==> src/rtl/mpr_consts.svh <==
// Constants for the monitor pulse rate output block: register offsets,
// reset values, field codes and timing counts.
// Assumes a 250 MHz core clock and byte addresses on a 5-bit register port.
`ifndef MPR_CONSTS_SVH
`define MPR_CONSTS_SVH

// Register byte offsets.
`define MPR_OFS_FREQ_FS 5'h00
`define MPR_OFS_CURR_FS 5'h04
`define MPR_OFS_MON_SEL 5'h08
`define MPR_OFS_TRIM 5'h0C
`define MPR_OFS_EXT_DISP 5'h10
`define MPR_OFS_WP_SEL 5'h14
`define MPR_OFS_STATUS 5'h18

// Settings are in hundredths of a hertz or of an ampere.
`define MPR_FREQ_FS_MAX 16'h9C40
`define MPR_FREQ_FS_RST 16'h1770
`define MPR_CURR_FS_MAX 16'hC350

// Monitor selection codes; trim is unsigned 8.8 fixed point.
`define MPR_SEL_FREQ 8'h01
`define MPR_SEL_CURR 8'h02
`define MPR_SEL_REF 8'h15
`define MPR_SEL_RST 8'h01
`define MPR_TRIM_RST 16'h0100
`define MPR_TRIM_FRAC 8

// Rates and accumulator increments for a 32-bit phase accumulator.
`define MPR_CLK_HZ 64'd250000000
`define MPR_NOM_PPS 64'd1440
`define MPR_MAX_PPS 64'd2400
`define MPR_INC_NOM (16'((`MPR_NOM_PPS << 32) / `MPR_CLK_HZ))
`define MPR_INC_MAX (16'((`MPR_MAX_PPS << 32) / `MPR_CLK_HZ))

// Output pulse width, rounded up to whole clock cycles.
`define MPR_CLK_PERIOD_NS 4
`define MPR_PULSE_NS 10000
`define MPR_PULSE_CYC ((`MPR_PULSE_NS + `MPR_CLK_PERIOD_NS - 1) / `MPR_CLK_PERIOD_NS)

// Divider geometry.
`define MPR_NUM_W 40
`define MPR_DEN_W 16

`endif

==> src/rtl/mpr_pkg.sv <==
// Types for the monitor pulse rate output block.
// Assumes mpr_consts.svh supplies all numeric constants.
package mpr_pkg;

   // Increment computation sequencer.
   typedef enum logic [0:0] {
      MPR_CALC_IDLE,
      MPR_CALC_WAIT
   } mpr_calc_state_t;

endpackage

==> src/rtl/mpr_top.sv <==
// Monitor pulse rate output: settings registers, rate computation and the
// phase accumulator that drives the monitor pulse terminal.
// Assumes monitored values come from logic on the same clock, in hundredths.
`timescale 1ns/100ps
`default_nettype none
`include "mpr_consts.svh"

module mpr_top
   import mpr_pkg::*;
#(
   parameter logic [15:0] RATED_CURR = 16'h01F4
)
(
   input wire logic clock_i,
   input wire logic nrst_i,
   input wire logic [4:0] addr_i,
   input wire logic [31:0] wdata_i,
   input wire logic wr_i,
   input wire logic rd_i,
   input wire logic [15:0] freq_mon_i,
   input wire logic [15:0] curr_mon_i,
   output logic [31:0] rdata_o,
   output logic monitor_pulse_terminal_o
);

   localparam int PULSE_CYC = `MPR_PULSE_CYC;

   logic [15:0] freq_fs_r;
   logic [15:0] curr_fs_r;
   logic [7:0] sel_r;
   logic [15:0] trim_r;
   logic [7:0] ext_disp_r;
   logic [7:0] wp_sel_r;
   logic [15:0] inc_r;
   logic sat_r;
   logic [31:0] acc_r;
   logic [13:0] pcnt_r;
   mpr_calc_state_t state_r;
   logic div_start;
   logic div_busy;
   logic div_done;
   logic [`MPR_NUM_W-1:0] div_num;
   logic [15:0] div_den;
   logic [`MPR_NUM_W-1:0] div_quot;
   logic [32:0] acc_sum;
   logic [23:0] nom_scaled;
   logic [15:0] mon_val;
   logic rated_loaded_r;
   logic rated_done_r;

   // Write to a given register in this cycle.
   function automatic logic wr_hit(input logic [4:0] ofs);
      return wr_i && (addr_i == ofs);
   endfunction

   // Clamp a raw quotient to the largest legal increment.
   function automatic logic [15:0] clamp_inc(input logic [`MPR_NUM_W-1:0] q);
      if (q > {24'h00_0000, `MPR_INC_MAX})
         return `MPR_INC_MAX;
      return q[15:0];
   endfunction

   // full-scale range check
   // Protection and drive state are not consulted: both are live settings.
   always_ff @(posedge clock_i or negedge nrst_i) begin
      if (!nrst_i) begin
         freq_fs_r <= `MPR_FREQ_FS_RST;
         curr_fs_r <= 16'h0000;
      end else begin
         // Rated current is loaded once; a write in that cycle wins.
         if (rated_loaded_r && !rated_done_r)
            curr_fs_r <= RATED_CURR;
         if (wr_hit(`MPR_OFS_FREQ_FS) && wdata_i <= 32'(`MPR_FREQ_FS_MAX))
            freq_fs_r <= wdata_i[15:0];
         if (wr_hit(`MPR_OFS_CURR_FS) && wdata_i <= 32'(`MPR_CURR_FS_MAX))
            curr_fs_r <= wdata_i[15:0];
      end
   end

   // Rated current cannot enter the async reset, so load it once after.
   always_ff @(posedge clock_i or negedge nrst_i) begin
      if (!nrst_i)
         rated_loaded_r <= 1'b0;
      else
         rated_loaded_r <= 1'b1;
   end

   always_ff @(posedge clock_i or negedge nrst_i) begin
      if (!nrst_i) begin
         trim_r <= `MPR_TRIM_RST;
         sel_r <= `MPR_SEL_RST;
         ext_disp_r <= 8'h00;
         wp_sel_r <= 8'h00;
      end else begin
         if (wr_hit(`MPR_OFS_TRIM) && ext_disp_r == 8'h00)
            trim_r <= wdata_i[15:0];
         if (wr_hit(`MPR_OFS_MON_SEL))
            sel_r <= wdata_i[7:0];
         if (wr_hit(`MPR_OFS_EXT_DISP))
            ext_disp_r <= wdata_i[7:0];
         if (wr_hit(`MPR_OFS_WP_SEL))
            wp_sel_r <= wdata_i[7:0];
      end
   end

   // Read data stand for one cycle after the read strobe; unmapped reads 0.
   always_ff @(posedge clock_i or negedge nrst_i) begin
      if (!nrst_i) begin
         rdata_o <= 32'h0000_0000;
      end else if (rd_i) begin
         unique case (addr_i)
            `MPR_OFS_FREQ_FS: rdata_o <= {16'h0000, freq_fs_r};
            `MPR_OFS_CURR_FS: rdata_o <= {16'h0000, curr_fs_r};
            `MPR_OFS_MON_SEL: rdata_o <= {24'h00_0000, sel_r};
            `MPR_OFS_TRIM: rdata_o <= {16'h0000, trim_r};
            `MPR_OFS_EXT_DISP: rdata_o <= {24'h00_0000, ext_disp_r};
            `MPR_OFS_WP_SEL: rdata_o <= {24'h00_0000, wp_sel_r};
            `MPR_OFS_STATUS: rdata_o <= {15'h0000, sat_r, inc_r};
            default: rdata_o <= 32'h0000_0000;
         endcase
      end else begin
         rdata_o <= 32'h0000_0000;
      end
   end

   // increment scaling
   // The trim multiplies the nominal increment before the ratio is taken.
   assign mon_val = (sel_r == `MPR_SEL_CURR) ? curr_mon_i : freq_mon_i;
   assign nom_scaled = 24'((32'(`MPR_INC_NOM) * 32'(trim_r))
                           >> `MPR_TRIM_FRAC);
   assign div_num = 40'(mon_val) * 40'(nom_scaled);
   assign div_den = (sel_r == `MPR_SEL_CURR) ? curr_fs_r : freq_fs_r;
   assign div_start = (state_r == MPR_CALC_IDLE) && rated_done_r &&
                      (sel_r != `MPR_SEL_REF) && (div_den != 16'h0000) &&
                      !div_busy;

   mpr_div i_mpr_div (
      .clock_i(clock_i),
      .nrst_i(nrst_i),
      .start_i(div_start),
      .num_i(div_num),
      .den_i(div_den),
      .busy_o(div_busy),
      .done_o(div_done),
      .quot_o(div_quot)
   );

   // Increment recomputed continuously, about every 42 cycles.
   always_ff @(posedge clock_i or negedge nrst_i) begin
      if (!nrst_i) begin
         state_r <= MPR_CALC_IDLE;
         inc_r <= 16'h0000;
         sat_r <= 1'b0;
      end else begin
         unique case (state_r)
            MPR_CALC_IDLE: begin
               if (sel_r == `MPR_SEL_REF) begin
                  inc_r <= `MPR_INC_NOM;
                  sat_r <= 1'b0;
               end else if (div_start) begin
                  state_r <= MPR_CALC_WAIT;
               end else if (rated_done_r && div_den == 16'h0000) begin
                  // A zero full scale means any value is off the scale.
                  inc_r <= `MPR_INC_MAX;
                  sat_r <= 1'b1;
               end
            end
            MPR_CALC_WAIT: begin
               if (div_done) begin
                  inc_r <= clamp_inc(div_quot);
                  sat_r <= (clamp_inc(div_quot) != div_quot[15:0]) ||
                           (div_quot[`MPR_NUM_W-1:16] != 24'h00_0000);
                  state_r <= MPR_CALC_IDLE;
               end
            end
         endcase
      end
   end

   // Rated current becomes the current full scale once reset is released.
   always_ff @(posedge clock_i or negedge nrst_i) begin
      if (!nrst_i)
         rated_done_r <= 1'b0;
      else
         rated_done_r <= rated_loaded_r;
   end

   assign acc_sum = {1'b0, acc_r} + {17'h0_0000, inc_r};
   always_ff @(posedge clock_i or negedge nrst_i) begin
      if (!nrst_i) begin
         acc_r <= 32'h0000_0000;
         pcnt_r <= 14'h0000;
         monitor_pulse_terminal_o <= 1'b0;
      end else begin
         acc_r <= acc_sum[31:0];
         if (acc_sum[32]) begin
            pcnt_r <= 14'(PULSE_CYC - 1);
            monitor_pulse_terminal_o <= 1'b1;
         end else if (pcnt_r != 14'h0000) begin
            pcnt_r <= pcnt_r - 14'h0001;
         end else begin
            monitor_pulse_terminal_o <= 1'b0;
         end
      end
   end

   // Assertions.
   property p_inc_cap;
      @(posedge clock_i) disable iff (!nrst_i)
      inc_r <= `MPR_INC_MAX;
   endproperty
   a_inc_cap: assert property (p_inc_cap)
      else $error("increment above maximum rate");

   property p_ref_rate;
      @(posedge clock_i) disable iff (!nrst_i)
      (state_r == MPR_CALC_IDLE && sel_r == `MPR_SEL_REF)
         |=> inc_r == `MPR_INC_NOM;
   endproperty
   a_ref_rate: assert property (p_ref_rate)
      else $error("reference mode increment wrong");

   property p_clamp;
      @(posedge clock_i) disable iff (!nrst_i)
      (state_r == MPR_CALC_WAIT && div_done &&
       div_quot > 40'(`MPR_INC_MAX)) |=> (inc_r == `MPR_INC_MAX) && sat_r;
   endproperty
   a_clamp: assert property (p_clamp)
      else $error("oversize rate not clamped");

   property p_linear;
      @(posedge clock_i) disable iff (!nrst_i)
      (state_r == MPR_CALC_WAIT && div_done &&
       div_quot <= 40'(`MPR_INC_MAX)) |=> inc_r == $past(div_quot[15:0]);
   endproperty
   a_linear: assert property (p_linear)
      else $error("increment not taken from quotient");

   property p_fs_write;
      @(posedge clock_i) disable iff (!nrst_i)
      (wr_i && addr_i == `MPR_OFS_FREQ_FS &&
       wdata_i <= 32'(`MPR_FREQ_FS_MAX))
         |=> freq_fs_r == $past(wdata_i[15:0]);
   endproperty
   a_fs_write: assert property (p_fs_write)
      else $error("frequency full scale write lost");

   property p_curr_range;
      @(posedge clock_i) disable iff (!nrst_i)
      (wr_i && addr_i == `MPR_OFS_CURR_FS &&
       wdata_i > 32'(`MPR_CURR_FS_MAX))
         |=> $stable(curr_fs_r);
   endproperty
   a_curr_range: assert property (p_curr_range)
      else $error("out of range current full scale taken");

   property p_trim_lock;
      @(posedge clock_i) disable iff (!nrst_i)
      (wr_i && addr_i == `MPR_OFS_TRIM && ext_disp_r != 8'h00)
         |=> $stable(trim_r);
   endproperty
   a_trim_lock: assert property (p_trim_lock)
      else $error("trim written while extended display set");

   property p_trim_write;
      @(posedge clock_i) disable iff (!nrst_i)
      (wr_i && addr_i == `MPR_OFS_TRIM && ext_disp_r == 8'h00)
         |=> trim_r == $past(wdata_i[15:0]);
   endproperty
   a_trim_write: assert property (p_trim_write)
      else $error("trim write lost");

   property p_pulse_start;
      @(posedge clock_i) disable iff (!nrst_i)
      acc_sum[32] |=> monitor_pulse_terminal_o &&
                      pcnt_r == 14'(PULSE_CYC - 1);
   endproperty
   a_pulse_start: assert property (p_pulse_start)
      else $error("overflow did not start a pulse");

   c_ref: cover property (@(posedge clock_i) disable iff (!nrst_i)
      sel_r == `MPR_SEL_REF && $rose(monitor_pulse_terminal_o));
   c_sat: cover property (@(posedge clock_i) disable iff (!nrst_i)
      $rose(sat_r));
   c_curr: cover property (@(posedge clock_i) disable iff (!nrst_i)
      sel_r == `MPR_SEL_CURR && div_done);

endmodule
`default_nettype wire

==> src/rtl/mpr_div.sv <==
// Sequential restoring divider used to scale the monitor value.
// Assumes start is a one-cycle pulse issued only while the unit is idle.
`timescale 1ns/100ps
`default_nettype none
`include "mpr_consts.svh"

module mpr_div
   import mpr_pkg::*;
(
   input wire logic clock_i,
   input wire logic nrst_i,
   input wire logic start_i,
   input wire logic [`MPR_NUM_W-1:0] num_i,
   input wire logic [`MPR_DEN_W-1:0] den_i,
   output logic busy_o,
   output logic done_o,
   output logic [`MPR_NUM_W-1:0] quot_o
);

   logic [`MPR_DEN_W-1:0] rem_r;
   logic [`MPR_DEN_W-1:0] den_r;
   logic [5:0] cnt_r;
   logic [`MPR_DEN_W:0] trial;

   // Partial remainder with the next numerator bit shifted in.
   assign trial = {rem_r, quot_o[`MPR_NUM_W-1]};

   // One quotient bit per cycle; the result is held until the next start.
   always_ff @(posedge clock_i or negedge nrst_i) begin
      if (!nrst_i) begin
         rem_r <= 16'h0000;
         den_r <= 16'h0000;
         cnt_r <= 6'h00;
         busy_o <= 1'b0;
         done_o <= 1'b0;
         quot_o <= 40'h00_0000_0000;
      end else begin
         done_o <= 1'b0;
         if (start_i) begin
            rem_r <= 16'h0000;
            den_r <= den_i;
            quot_o <= num_i;
            cnt_r <= 6'(`MPR_NUM_W);
            busy_o <= 1'b1;
         end else if (busy_o) begin
            if (trial >= {1'b0, den_r}) begin
               rem_r <= 16'(trial - {1'b0, den_r});
               quot_o <= {quot_o[`MPR_NUM_W-2:0], 1'b1};
            end else begin
               rem_r <= trial[`MPR_DEN_W-1:0];
               quot_o <= {quot_o[`MPR_NUM_W-2:0], 1'b0};
            end
            cnt_r <= cnt_r - 6'h01;
            if (cnt_r == 6'h01) begin
               busy_o <= 1'b0;
               done_o <= 1'b1;
            end
         end
      end
   end

endmodule
`default_nettype wire

==> config.mk <==
export PLATFORM = sky130hd
export DESIGN_NAME = mpr_top
export DESIGN_NICKNAME = d
export VERILOG_FILES = /design/src/rtl/mpr_pkg.sv /design/src/rtl/mpr_top.sv /design/src/rtl/mpr_div.sv
export VERILOG_INCLUDE_DIRS = /design/src /design/src/rtl
export SDC_FILE = /design/constraint.sdc
export NUM_CORES = 2
export LEC_CHECK = 0
export BUFFER_PORTS_ARGS = -buffer_cell sky130_fd_sc_hd__buf_2
export CAP_MARGIN = 5
export CORE_MARGIN = 3
export CORE_UTILIZATION = 60
export DETAILED_ROUTE_END_ITERATION = 12
export PLACE_DENSITY = 0.78
export SETUP_SLACK_MARGIN = 0.05
export SYNTH_ARGS = -nofsm -noshare
export SYNTH_HDL_FRONTEND = slang
export SYNTH_SLANG_ARGS = --single-unit
==> constraint.sdc <==
create_clock -name clock_i -period 12.9 [get_ports clock_i]
set_clock_uncertainty 0.2 [all_clocks]
set_input_delay 1.29 -clock clock_i [delete_from_list [all_inputs] [get_ports clock_i]]
set_output_delay 1.29 -clock clock_i [all_outputs]
set_load 0.01 [all_outputs]
# Word level (Yosys, flattened, before mapping)
# Cells that the tools add are included.
[word_totals]
mem_bits_rw = 0
word_cells = 119
inputBits = 73
mem_bits_ro = 0
latch_bits = 0
n_memories = 0
reg_bits = 251
[op_classes]
shift = 0
mul = 2
reduce_logical = 28
addsub = 4
n_eq_ne = 15
bitwise = 1
n_mux = 44
n_div = 0
order_cmp = 4
[ops]
columns = ["operator", "count"]
rows = [
  ["$mux W16", 14],
  ["$pmux W17 S7", 1],
  ["$mux W40", 2],
  ["$le A32 B16 Y1 const B", 2],
  ["$gt A40 B16 Y1 const B", 1],
  ["$mul A16 B23 Y39", 1],
  ["$add A32 B16 Y33", 1],
  ["$mux W32", 1],
  ["$pmux W16 S2", 1],
  ["$mul A15 B16 Y31 const A", 1],
  ["$mux W14", 2],
  ["$reduce_bool A24 Y1", 1],
  ["$mux W1", 19],
  ["$ge A17 B16 Y1", 1],
  ["$logic_not A16 Y1", 1],
  ["$ne A16 B16 Y1", 1],
  ["$reduce_bool A16 Y1", 1],
  ["$sub A16 B16 Y16", 1],
  ["$eq A5 B5 Y1 const B", 3],
  ["$logic_and A1 B1 Y1", 15],
  ["$reduce_bool A14 Y1", 1],
  ["$sub A14 B1 Y14 const B", 1],
  ["$mux W6", 2],
  ["$eq A5 B4 Y1 const B", 2],
  ["18 further kinds", 22],
]

# Longest topological paths before layout
[logic_depth]
word_depth = 11
depth_mapped = 43
mapped_depth_nobuf = 41

# Hierarchy
# Synthesis repeated with hierarchy kept, for this count alone.
[unflattened]
cells_unflattened = 3054
area_unflattened_um2 = 28028.1
[modules_own_cells]
columns = ["module", "n_inst", "cells_each", "seq_area_each_um2", "area_each_um2"]
rows = [
  ["mpr_top", 1, 2543, 3915.0, 23252.3],
  ["mpr_div", 1, 511, 2001.9, 4775.8],
]

# Worst setup path after synthesis
# OpenSTA, ideal clock, no wires.
[synth_timing]
kind = "register to register"
startpoint = "reg trim_r[2]"
endpoint = "reg i_mpr_div.quot_o[31]"
t_arrival_ns = 10.237
n_path_buf = 2
stages_incl_launch_ff = 41
setup_slack_ns = 2.345
cell_sequence = "dfrtp_1 > ha_1 > ha_1 > fa_1 > fa_1 > fa_1 > inv_1 > fa_1 > inv_1 > ha_1 > inv_1 > o21ai_0 > a21oi_1 > o21ai_0 > a221o_1 > o21ai_0 > o21ai_1 > buf_2 > [... 5 more ...] > fa_1 > inv_1 > fa_1 > fa_1 > inv_1 > fa_1 > inv_1 > ha_1 > clkbuf_1 > o21ai_0 > o21a_1 > o31a_1 > o21ai_0 > o21ai_0 > o21ai_0 > xnor2_1 > o21ai_0 > o21a_1"
[synth_via]
elab_chain_cells = 3
[synth_lines]
columns = ["element", "line", "text"]
rows = [
  ["start: declaration", "mpr_top.sv:31", "logic [15:0] trim_r;"],
  ["start signal: assignment", "mpr_top.sv:90", "trim_r <= `MPR_TRIM_RST;"],
  ["start signal: assignment", "mpr_top.sv:96", "trim_r <= wdata_i[15:0];"],
  ["$mul A15 B16 Y31", "mpr_top.sv:129", "assign nom_scaled = 24'((32'(`MPR_INC_NOM) * 32'(trim_r))"],
  ["$mul A16 B23 Y39", "mpr_top.sv:131", "assign div_num = 40'(mon_val) * 40'(nom_scaled);"],
  ["$mux W40", "mpr_div.sv:39", "if (start_i) begin"],
  ["end signal: assignment", "mpr_div.sv:42", "quot_o <= num_i;"],
  ["end signal: assignment", "mpr_div.sv:48", "quot_o <= {quot_o[`MPR_NUM_W-2:0], 1'b1};"],
  ["end signal: assignment", "mpr_div.sv:51", "quot_o <= {quot_o[`MPR_NUM_W-2:0], 1'b0};"],
  ["end: declaration", "mpr_div.sv:17", "output logic [`MPR_NUM_W-1:0] quot_o"],
]
# No other way between the ends.
# A chain may end at the register's enable or synchronous reset.

# Worst setup path after layout
[layout_timing]
startpoint = "reg trim_r[2]"
endpoint = "reg i_mpr_div.quot_o[36]"
# Same word-level chain as after synthesis.

==> impl_metrics.toml <==
[logic_synthesis]
synth_top_area_share_pct = 23.44
ys_seq_area_share_pct = 21.12
avgSynthCellArea_sq_um = 9.041
synth_edf_count = 0
syn_area_sq_um = 28010
synth_top_area_cell = "fa_1"
synth_cell_types = 76
synthArstFlopShare_pct = 100.0
ys_ff_latch = 236
yosys_warnings = 0
synthTopCellsByArea = "fa_1 23%, dfrtp_1 20%, ha_1 13%"
syn_inst = 3098
ys.flop_type = "dfrtp_1"

[detailed_routing]
firstDrtPassIters = 10
wl_met3_um = 6843
met2_wirelength_um = 36910
routedWlPerCell_um = 21.20
via_per_inst = 6.128
routed_wl_um = 79740
vias = 23050
top_layer = "met4"
final_antenna_net_count = 0
drtIter0Drc = 2261
wl_met1_um = 31140
drc = 0

[timing]
max_slew_margin_pct = 10.12
finalSetupViolations = 0
fmax_ghz = 0.08302
fin_crit_sh_pct = 93.37
rsz0062_at_grt = "false"
worst_pin_slew_ns = 1.344
hold_viol_final = 0
min_period_ns = 12.04
slew_violations = 0
setup_tns_ns = 0

[grt]
overflow = 0
grt_usage_pct = 32.50
antenna_found_initial = 0
grt_pass1_wl_um = 128000
grt_pass1_vias = 23970
grt_max_degree = 99

[floorplanning]
die_w_um = 222.1
rows = 78
core_area_sq_um = 45770
die_h_um = 222.1
ioPinCount = 106
dieArea_sq_um = 49310
initial_core_util_pct = 61.19

[cts]
post_cts_resized = 0
post_cts_buffers = 0
cts_max_level = 1
worstSkewPairLatency_ns = 0.56
hold_buffers = 0
numCtsBuffers = 26
cts_buffer_depth = 3
cts.sinks = 236
cts_root_buf = "clkbuf_16"
cts_tree = "yes"
path_clk_slew_ns = 0.07

[setup_path]
worstSetupPathType = "reg2reg"
crit_path_end_kind = "flop"
rr_worst_depth = 37
required_ns = 13.10
r2r-start = "trim_r[2]"
worst-path-buf-inv = 6
start_kind = "flop"
critPathSlowestCell = "mux2i_1"
critPathTopFamily = "adder cells"
cp.arrival_ns = 12.25
path_depth = 37
cpMostUsedCell = "fa_1"
crit_path_start = "trim_r[2]"
critPathMaxStageDelay_ns = 0.57
critical_path.max_fanout = 10

[min_path]
holdCritPathClass = "reg2reg"
hold-path-cell-count = 0
hp-start = "rated_loaded_r"

[layout]
final_cell_mix = "472 x inv_1, 328 x fa_1, 318 x nand2_1"
layout_commonest_cell = "inv_1"
final_nets = 3823
syn2layout_area_growth_pct = 7.317
finalInstanceArea_sq_um = 30060
drive_gt1_share_pct = 9.332
diodes = 0
num-fill-cells = 3757

[placement]
port_buffers = 90
place_congestion = 0.9710
dpl_cell_area_sq_um = 29040
dp_hpwl_um = 62160

[status]
status = "finished clean"

[job]
drv_cap = 0
-- through the flow --
step                instances  worst slack [ns]  hold slack [ns]  utilization [%]
global placement         3712             1.236           0.1746            63.45
global route             3761            0.2899           0.2221            65.67
detailed placement       3712            0.9717           0.1825            63.45
floorplan                3112             2.345           0.1677                -
CTS                      3760            0.9539           0.1998            65.66
finish                   3761            0.8552           0.2015            65.67
-- cell families (layout without fill, tap and decap cells) --
logic type,after synthesis,count (layout),synth area share [%]
muxes,113,113,4.463
xor gates and xnor gates,116,116,3.627
and+or+nand+nor,889,889,14.26
DFF,236,236,21.12
buffers and inverters,610,659,8.666
other,2,16,0.02681
AOI/OAI and AO/OA,523,523,11.84
adders and majority gates,609,609,36.00
-- state kept, by name (all words and copies together), names as in the netlist, 14 cells and up --
signal and flops:
i_mpr_div.den_r 16, pcnt_r 14, rdata_o 17, i_mpr_div.rem_r 16
acc_r 32, freq_fs_r 16, curr_fs_r 16, trim_r 16
inc_r 16, i_mpr_div.quot_o 40
-- metal layers --
| metal | up-vias | GRT usage [%] |
|---|---|---|
| met5 | - | 0 |
| met3 | 299 | 5.720 |
| met1 | 11320 | 42.12 |
| met4 | 0 | 15.69 |
| met2 | 1106 | 53.17 |
| li1 | 10320 | - |
-- layout make-up --
cell class                 count  area (sq um)  share of cell area (%)
sequential                   236          5918                   19.69
clock buffer                  32         723.2                   2.406
tap                          600         750.7                   2.498
inverter                     474          1779                   5.919
clock inverter                16         286.5                  0.9532
multi-input combinational   2266         19790                   65.83
timing repair buffer         137         813.3                   2.706
-- synthesized netlist by cell type (19+ instances only) --
cell,n
inv_1,472
fa_1,328
nand2_1,318
ha_1,281
nor2_1,264
dfrtp_1,227
a21oi_1,163
o21ai_0,128
clkbuf_1,91
xnor2_1,78
nand3_1,74
mux2_2,65
nor3_1,65
a21o_1,42
mux2i_1,38
xor2_1,38
and3_1,31
nand2b_1,28
nand4_1,28
nor4_1,23
o21a_1,20
a31oi_1,19
buf_4,19
-- worst register-to-register path: cells and delay by family, from the launching register on --
| kind | cells | cell delay [ns] |
|---|---|---|
| flip-flops | 1 | 0.46 |
| buffers and inverters | 6 | 0.33 |
| multiplexers | 2 | 0.81 |
| adder cells (fa/ha/maj) | 14 | 6.56 |
| AND/OR/NAND/NOR | 3 | 0.89 |
| AO/OA/AOI/OAI | 12 | 2.63 |
-- path summary, 6_finish.rpt --
path                                              to  slack, ns
worst max-delay path            i_mpr_div.quot_o[36]       0.86
worst min-delay path                    rated_done_r       0.20
worst max register to register  i_mpr_div.quot_o[36]       0.86
worst min register to register          rated_done_r       0.20
max in group asynchronous                  inc_r[15]       9.66
min in group asynchronous                  pcnt_r[6]       0.58
Power is not shown: default switching activity piles up to over one toggle a cycle in this logic, so the estimate is an artifact.
